File: config.mk
export PLATFORM = sky130hd
export DESIGN_NAME = ipl_regs
export DESIGN_NICKNAME = d
export VERILOG_FILES = /design/src/ipl_pkg.sv /design/src/ipl_map.sv /design/src/ipl_regs.sv
export SDC_FILE = /design/constraint.sdc
export NUM_CORES = 1
export LEC_CHECK = 0
export ABC_AREA = 1
export BUFFER_PORTS_ARGS = -buffer_cell sky130_fd_sc_hd__buf_2
export CAP_MARGIN = 40
export CORE_UTILIZATION = 53
export DETAILED_ROUTE_END_ITERATION = 16
export PLACE_DENSITY = 0.8
export SLEW_MARGIN = 15
export SYNTH_ARGS = -nofsm -noshare
export SYNTH_HDL_FRONTEND = slang
export SYNTH_HIERARCHICAL = 1
export SYNTH_SLANG_ARGS = --single-unit
File: constraint.sdc
create_clock -name clk -period 1.56 [get_ports clk]
set_input_delay 0.312 -clock clk [delete_from_list [all_inputs] [get_ports clk]]
set_output_delay 0.312 -clock clk [all_outputs]
set_load 0.02 [all_outputs]
File: src/ipl_pkg.sv
// Purpose: Shared constants for the interrupt priority level register block
// Assumes: Avalon-MM slave with 32-bit data, word aligned registers
// Notes: Printed offsets are register indexes; byte address is four times the index
package ipl_pkg;
    // Register indexes and address width
    localparam logic [3:0] IDX_DEBUG = 4'h1;
    localparam logic [3:0] IDX_SYSTEM = 4'h2;
    localparam logic [3:0] IDX_PORT_CAN = 4'h3;
    localparam logic [3:0] IDX_STATUS = 4'h4;
    localparam logic [3:0] IDX_LOWPOWER = 4'h5;
    localparam int ADDR_W = 6;
    // Write masks: implemented field bits, reserved bits stay zero
    localparam logic [15:0] MASK_DEBUG = 16'h003F;
    localparam logic [15:0] MASK_SYSTEM = 16'hFFCF;
    localparam logic [15:0] MASK_PORT_CAN = 16'hFFFC;
    localparam logic [15:0] RESET_VAL = 16'h0000;
    // Debug register fields
    localparam int POS_DBG_RX = 4;
    localparam int POS_DBG_TX = 2;
    localparam int POS_DBG_TRACE = 0;
    // System register fields
    localparam int POS_FL_BUF_EMPTY = 14;
    localparam int POS_FL_CMD_DONE = 12;
    localparam int POS_FL_FAULT = 10;
    localparam int POS_PLL_LOST = 8;
    localparam int POS_LOW_VOLT = 6;
    localparam int POS_EXT_B = 2;
    localparam int POS_EXT_A = 0;
    // Port and CAN register fields
    localparam int POS_PORT_D = 14;
    localparam int POS_PORT_E = 12;
    localparam int POS_PORT_F = 10;
    localparam int POS_CAN_MAILBOX = 8;
    localparam int POS_CAN_WAKE = 6;
    localparam int POS_CAN_FAULT = 4;
    localparam int POS_CAN_BUS_OFF = 2;
    // Source count and encodings
    localparam int NSRC = 17;
    localparam int NDBG = 3;
    localparam logic [1:0] CODE_OFF = 2'h0;
    // Low power control bit position
    localparam int POS_LP_ENTER = 0;
endpackage

File: src/ipl_map.sv
// Purpose: Maps a 2-bit priority code to a core level and enable
// Assumes: Combinational, used once per source
// Notes: Debug sources sit one level higher than peripheral sources
`timescale 1ns/1ps
module ipl_map (
    // Field
    input wire logic [1:0] code,
    input wire logic debug_kind,
    // Result
    output logic enabled,
    output logic [1:0] level
);
    assign enabled = (code != ipl_pkg::CODE_OFF);
    // Debug codes 01..11 give 1..3, others give 0..2
    assign level = debug_kind ? code : code - 2'h1;
endmodule

File: src/ipl_regs.sv
// Purpose: Priority level registers for debug, system, port and CAN sources
// Assumes: Single clock, synchronous active high reset, Avalon-MM with waitrequest
// Notes: Each read or write completes one cycle after it is presented
//
// Behaviour
// [RL1] Reserved bits read as zero and ignore writes.
// [RL2] Debug codes: 00 off, 01 level 1, 10 level 2, 11 level 3.
// [RL3] Peripheral codes: 00 off, 01 level 0, 10 level 1, 11 level 2.
// [RL4] Reset leaves every register zero and every source disabled.
// [RL5] Debug register: rx full 5-4, tx empty 3-2, trace 1-0.
// [RL6] System register: flash buffers empty 15-14, cmd done 13-12, fault 11-10.
// [RL7] System register: PLL lost lock 9-8, low voltage 7-6.
// [RL8] System register: 5-4 reserved, line B 3-2, line A 1-0.
// [RL9] Port register: port D 15-14, port E 13-12, port F 11-10.
// [RL10] Port register: CAN mailbox 9-8, wake 7-6, fault 5-4, bus off 3-2.
// [RL11] In low power, only sources enabled before entry may wake the core.
// [RL12] Forward levels to arbitration; never request for a disabled source.
`timescale 1ns/1ps
module ipl_regs (
    // Clock and reset
    input wire logic clk,
    input wire logic rst,
    input wire logic clk_en,
    // Avalon-MM slave
    input wire logic [ipl_pkg::ADDR_W-1:0] avs_address,
    input wire logic avs_read,
    input wire logic avs_write,
    input wire logic [31:0] avs_writedata,
    input wire logic [3:0] avs_byteenable,
    output logic [31:0] avs_readdata,
    output logic avs_waitrequest,
    output logic [1:0] avs_response,
    // Raw source requests, same clock
    input wire logic [ipl_pkg::NSRC-1:0] src_req,
    // Prioritised requests toward the core
    output logic [ipl_pkg::NSRC-1:0] req_valid,
    output logic [2*ipl_pkg::NSRC-1:0] req_level,
    output logic wake_req
);
    logic [15:0] debug_source_priority;
    logic [15:0] system_source_priority;
    logic [15:0] port_and_can_priority;
    logic [15:0] lp_ctrl;
    logic [ipl_pkg::NSRC-1:0] lp_enabled;
    logic done;

    // Decode
    wire [3:0] idx = avs_address[ipl_pkg::ADDR_W-1:2];
    wire aligned = (avs_address[1:0] == 2'h0);
    wire sel_dbg = aligned && (idx == ipl_pkg::IDX_DEBUG);
    wire sel_sys = aligned && (idx == ipl_pkg::IDX_SYSTEM);
    wire sel_pc = aligned && (idx == ipl_pkg::IDX_PORT_CAN);
    wire sel_st = aligned && (idx == ipl_pkg::IDX_STATUS);
    wire sel_lp = aligned && (idx == ipl_pkg::IDX_LOWPOWER);
    wire mapped = sel_dbg | sel_sys | sel_pc | sel_st | sel_lp;
    wire active = (avs_read | avs_write) & ~done;
    wire do_wr = avs_write & ~done & clk_en;
    wire [15:0] be_mask = {{8{avs_byteenable[1]}}, {8{avs_byteenable[0]}}};

    // Merge a write through byte enables and the implemented-bit mask
    function automatic logic [15:0] merge(input logic [15:0] old, input logic [15:0] wd,
                                          input logic [15:0] be, input logic [15:0] impl);
        merge = ((old & ~be) | (wd & be)) & impl;
    endfunction

    wire [15:0] next_dbg = merge(debug_source_priority, avs_writedata[15:0], be_mask,
                                 ipl_pkg::MASK_DEBUG); // RL1
    wire [15:0] next_sys = merge(system_source_priority, avs_writedata[15:0], be_mask,
                                 ipl_pkg::MASK_SYSTEM); // RL1
    wire [15:0] next_pc = merge(port_and_can_priority, avs_writedata[15:0], be_mask,
                                ipl_pkg::MASK_PORT_CAN); // RL1
    wire [15:0] next_lp = merge(lp_ctrl, avs_writedata[15:0], be_mask, 16'h0001);

    // Field extraction in source order
    wire [2*ipl_pkg::NSRC-1:0] codes = {
        port_and_can_priority[ipl_pkg::POS_CAN_BUS_OFF +: 2], // RL10
        port_and_can_priority[ipl_pkg::POS_CAN_FAULT +: 2], // RL10
        port_and_can_priority[ipl_pkg::POS_CAN_WAKE +: 2], // RL10
        port_and_can_priority[ipl_pkg::POS_CAN_MAILBOX +: 2], // RL10
        port_and_can_priority[ipl_pkg::POS_PORT_F +: 2], // RL9
        port_and_can_priority[ipl_pkg::POS_PORT_E +: 2], // RL9
        port_and_can_priority[ipl_pkg::POS_PORT_D +: 2], // RL9
        system_source_priority[ipl_pkg::POS_EXT_A +: 2], // RL8
        system_source_priority[ipl_pkg::POS_EXT_B +: 2], // RL8
        system_source_priority[ipl_pkg::POS_LOW_VOLT +: 2], // RL7
        system_source_priority[ipl_pkg::POS_PLL_LOST +: 2], // RL7
        system_source_priority[ipl_pkg::POS_FL_FAULT +: 2], // RL6
        system_source_priority[ipl_pkg::POS_FL_CMD_DONE +: 2], // RL6
        system_source_priority[ipl_pkg::POS_FL_BUF_EMPTY +: 2], // RL6
        debug_source_priority[ipl_pkg::POS_DBG_TRACE +: 2], // RL5
        debug_source_priority[ipl_pkg::POS_DBG_TX +: 2], // RL5
        debug_source_priority[ipl_pkg::POS_DBG_RX +: 2] // RL5
    };

    logic [ipl_pkg::NSRC-1:0] en;
    logic [2*ipl_pkg::NSRC-1:0] lvl;
    genvar g;
    generate
        for (g = 0; g < ipl_pkg::NSRC; g++) begin : g_src
            ipl_map u_map (
                .code(codes[2*g +: 2]),
                .debug_kind(g < ipl_pkg::NDBG), // RL2 RL3
                .enabled(en[g]),
                .level(lvl[2*g +: 2])
            );
        end
    endgenerate

    // Disabled sources never raise a request
    wire [ipl_pkg::NSRC-1:0] next_valid = src_req & en; // RL12
    wire in_lp = lp_ctrl[ipl_pkg::POS_LP_ENTER];
    // Wake uses the enables captured at entry, so late changes cannot wake
    wire next_wake = in_lp & |(src_req & lp_enabled); // RL11

    // Status shows the live requests currently passed on for sources 0 to 15
    wire [15:0] status_rd = req_valid[15:0];
    wire [15:0] rd_val = sel_dbg ? debug_source_priority :
                         sel_sys ? system_source_priority :
                         sel_pc ? port_and_can_priority :
                         sel_lp ? lp_ctrl :
                         sel_st ? status_rd : 16'h0000;

    // Bus answer one cycle after the request; waitrequest low at that edge
    always_ff @(posedge clk) begin
        if (rst) begin
            done <= 1'b0;
            avs_waitrequest <= 1'b1;
            avs_readdata <= 32'h0000_0000;
            avs_response <= 2'h0;
        end else if (clk_en) begin
            done <= active;
            // Registered inverse of active so the bus output comes from a flop
            avs_waitrequest <= ~active;
            if (active) begin
                avs_readdata <= {16'h0000, rd_val}; // RL1
                avs_response <= mapped ? 2'h0 : 2'h3;
            end
        end
    end

    // Registers
    always_ff @(posedge clk) begin
        if (rst) begin
            debug_source_priority <= ipl_pkg::RESET_VAL; // RL4
            system_source_priority <= ipl_pkg::RESET_VAL; // RL4
            port_and_can_priority <= ipl_pkg::RESET_VAL; // RL4
            lp_ctrl <= ipl_pkg::RESET_VAL;
        end else if (do_wr) begin
            if (sel_dbg) debug_source_priority <= next_dbg;
            if (sel_sys) system_source_priority <= next_sys;
            if (sel_pc) port_and_can_priority <= next_pc;
            if (sel_lp) lp_ctrl <= next_lp;
        end
    end

    // Outputs and low power snapshot
    always_ff @(posedge clk) begin
        if (rst) begin
            req_valid <= '0;
            req_level <= '0;
            wake_req <= 1'b0;
            lp_enabled <= '0;
        end else if (clk_en) begin
            req_valid <= next_valid; // RL12
            req_level <= lvl; // RL12
            wake_req <= next_wake; // RL11
            if (!in_lp) lp_enabled <= en; // RL11
        end
    end
endmodule

; ---- After elaboration in Yosys (flattened, before gate mapping)
; Index checks and enable logic that the tools add are counted.
[word_totals]
reg_bits = 124
out_inout_bits = 87
[op_classes]
addsub = 14
eq_ne = 5
n_mux = 6
bitwise_logic = 24
n_reduce_logical = 30
[op_table]
columns = op, n
row1 = two-way mux 16 bit, 5
row2 = bitwise AND 16 bit, 3
row3 = bitwise AND 17 bit, 2
row4 = nonzero test 2 bit, 17
row5 = bitwise OR 16 bit, 2
row6 = "subtractor 2 x 1 -> 2 bit, second input constant", 14
row7 = OR reduction 17 bit, 1
row8 = NOT 16 bit, 1
row9 = AND reduction 2 bit, 6
row10 = "equality test 4 x 2 -> 1 bit, second input constant", 2
row11 = "equality test 4 x 3 -> 1 bit, second input constant", 2
row12 = bitwise AND 6 bit, 1
row13 = bitwise OR 1 bit, 6
row14 = bitwise OR 6 bit, 1
row15 = bitwise AND 1 bit, 5
row16 = logical AND 1 bit, 5
row17 = "equality test 4 x 1 -> 1 bit, second input constant", 1
row18 = NOT 1 bit, 3
row19 = zero test 2 bit, 1
row20 = two-way mux 2 bit, 1

; ---- Longest topological paths before layout
[logic_depth]
depth_word = 7
mapped_depth = 9

; ---- Modules after synthesis
; The synthesis kept the hierarchy.
[modules_own_cells]
columns = module, n_inst, cells_each, area_per_inst_um2, seq_area_each_um2
row1 = ipl_regs, 1, 706, 5002.3, 2462.4
row2 = ipl_map, 17, 10, 47.5, 0.0

; ---- Least setup slack after synthesis
; OpenSTA, ideal clock, no wires.
[synth_timing]
path_type = input-to-reg
from = in avs_address[4] (netlist bit)
to = reg (tool-made name)
setup_time_ns = 0.116
arrival_time_ns = 1.213
setup_slack_ns = 0.231
cell_stages = 8
path_cell_list = nor2_1 nand2_1 nor2_2 nand2_1 nor2_4 inv_1 nor2_1 nor2_1
[synth_lines]
columns = item, line_no
row1 = from (decl), ipl_regs.sv:25  ; input wire logic [ipl_pkg::ADDR_W-1:0] avs_address,

; ---- Final worst setup path
[layout_timing]
from = reg req_valid[0] (netlist bit)
to = out req_valid[0] (netlist bit)
[layout_lines]
columns = item, line_no
row1 = from (decl), ipl_regs.sv:36  ; output logic [ipl_pkg::NSRC-1:0] req_valid,
row2 = from (signal assigned), ipl_regs.sv:164  ; req_valid <= next_valid;
; No word-level cell between the ends.

==> results_dict.tcl <==
set metrics [dict create \
    cp-startpoint "req_valid[0]" \
    drt_wl_total_um 16400 \
    syn_inst 876 \
    antenna_cells 0 \
    yosys_warnings 6 \
    ir_drop_mv 0.665 \
    power_density_nw_per_um2 1090 \
    pin_count 151 \
    hold_buffers 0 \
    area_growth_syn_to_layout_pct 28.2 \
    cts_tree "built" \
    crit_path_top_delay_cell "dfxtp_1" \
    p_leak_nw 3.83 \
    critical_path_buf_inv_count 1 \
    cts.htree.levels 4 \
    synth_seq_cells 123 \
    post_cts_buffers 0 \
    start_util_pct 55.5 \
    fp-row-count 37 \
    synth_top_area_cell "dfxtp_1" \
    crit_family "flip-flops" \
    finClkSkew_ns 0.0134 \
    final_cells 1222 \
    drcViolationCount 0 \
    grt_max_degree 68 \
    critical_path_class "reg2out" \
    synth_top_area_share_pct 42.4 \
    hp-start "avs_writedata[13]" \
    layout_commonest_cell "nor2_1" \
    yosysSeqAreaShare_pct 42.4 \
    final.period_utilization_pct 92.2 \
    clk_pin_slew_ns 0.07 \
    pwr-share-seq_pct 41.2 \
    status "completed" \
    detailedPlace.worstSlack_ns -0.0147 \
    fillers 885 \
    critical_path.cell_chain "buf_2" \
    grt_usage_pct 30.3 \
    max_stage_delay_ns 0.42 \
    synth_area_um2 5810 \
    cts_root_buffer "clkbuf_8" \
    synthDistinctLibCells 23 \
    cts_buffers 17 \
    final.min_clock_period_ns 1.44 \
    layout_common_cells "nor2_1 (236), nand2_1 (146), o21ai_0 (123), dfxtp_1 (123), buf_2 (116)" \
    end_kind "output port" \
    ys_top_cells_by_area "dfxtp_1 (42%), nor2_1 (15%), o21ai_0 (11%), nand2_1 (9.4%), inv_1 (5.6%)" \
    path_max_fanout 3 \
    ant_nets 0 \
    die_area_um2 11400 \
    finalHoldViolCount 0 \
    worstPathArrival_ns 1.13 \
    gp_congestion 0.903 \
    clock.fmax_mhz 695 \
    dr.pass1.iters 5 \
    fp.dieW_um 107 \
    finalPower_mw 8.09 \
    fin_ws_ns 0.122 \
    hp-class "in2reg" \
    hpwlAfterDp_um 11600 \
    clock-sinks 123 \
    num_vias 6027 \
    grt_overflow 0 \
    grt_antenna_before_repair 1 \
    r2r_start "done" \
    rsz0062_at_grt "false" \
    clock_path_buffers 2 \
    power.switching_mw 2.20 \
    pwr-share-clk_pct 48.3 \
    drtIter0Drc 475 \
    first_global_vias 5648 \
    setup_violations 0 \
    dp.cells 1190 \
    grt_pass1_wl_um 26800 \
    syn_area_per_cell_um2 6.63 \
    startpoint_type "flip-flop" \
    io_buffers 116 \
    viasPerCell 4.93 \
    clk_latency_ns 0.52 \
    cp.required_ns 1.25 \
    core_area_um2 10500 \
    drv_slew 0 \
    drive_gt1_share_pct 17.8 \
    p_int_mw 5.89 \
    p_comb_share_pct 10.5 \
    drv_cap 0 \
    fin_util_pct 71.2 \
    hold-worst-slack_ns 0.0392 \
    dieHeight_um 107 \
    switching_share_pct 27.2 \
    wire_per_inst_um 13.4 \
    layout.nets 1154 \
    cts.repair.resized 0 \
]
[power by group through the flow]
stage	clock, mW	sequential, mW	combinational [mW]
6_report	3.91	3.33	0.847
5_1_grt	4.08	3.35	0.946
4_1_cts	3.92	3.33	0.839
3_5_place_dp	0	3.40	0.833
3_3_place_gp	0	3.40	0.823
2_1_floorplan	0	3.51	0.435
[per-stage QoR]
stage          area, µm²  TNS, ns
2_1_floorplan       6120        0
4_1_cts             7450        0
3_5_place_dp        6870  -0.0381
3_3_place_gp        6870        0
6_report            7450        0
5_1_grt             7450        0
[synthesized netlist by cell type]
| library cell | n |
|---|---|
| o211ai_1 | 1 |
| o21ai_1 | 17 |
| inv_1 | 86 |
| inv_2 | 3 |
| nand2_2 | 2 |
| dfxtp_1 | 123 |
| nor2_1 | 236 |
| clkbuf_2 | 1 |
| ha_1 | 17 |
| o21ai_0 | 123 |
| nand4_1 | 3 |
| buf_2 | 4 |
| buf_4 | 17 |
| clkbuf_1 | 29 |
| nor3_1 | 2 |
| clkinv_1 | 1 |
| nand3_1 | 26 |
| nor2_2 | 5 |
| conb_1 | 2 |
| a21oi_1 | 29 |
| nor3_4 | 1 |
| nor2_4 | 2 |
| nand2_1 | 146 |
[layer usage]
| layer | vias up | track usage (%) | share of wire [%] |
|---|---|---|---|
| li1 | 3050 | - | - |
| met1 | 2679 | 38.6 | 44 |
| met2 | 261 | 50.2 | 47 |
| met3 | 35 | 5.90 | 6.9 |
| met4 | 2 | 12.3 | 2.1 |
| met5 | - | 0 | 0.079 |
[final timing paths]
kind	to	slack, ns	cells after the start
worst max-delay path	req_valid[0]	0.12	1
worst min-delay path	flip-flop	0.04	3
worst max register to register	flip-flop	0.21	8
worst min register to register	avs_readdata[12]	0.46	2
[final cells by class]
cell class | instances | area (µm²) | share of cell area, %
clock buffer | 18 | 428 | 5.74
clock inverter | 14 | 158 | 2.12
inverter | 90 | 338 | 4.53
multi-input combinational | 694 | 3060 | 41.0
sequential | 123 | 2460 | 33.0
tap | 136 | 170 | 2.28
timing repair buffer | 147 | 838 | 11.3
[kinds of logic (layout without fill, tap and decap cells)]
family / count (synthesis) / count (layout) / synth area share [%]
simple gates: 423 / 423 / 28.8
compound gates: 170 / 170 / 14.7
buf+inv: 141 / 269 / 10.3
flops: 123 / 123 / 42.4
fa+ha+maj: 17 / 17 / 3.66
other cells: 2 / 84 / 0.129
Note: power is estimated with default switching activity, not from simulation.
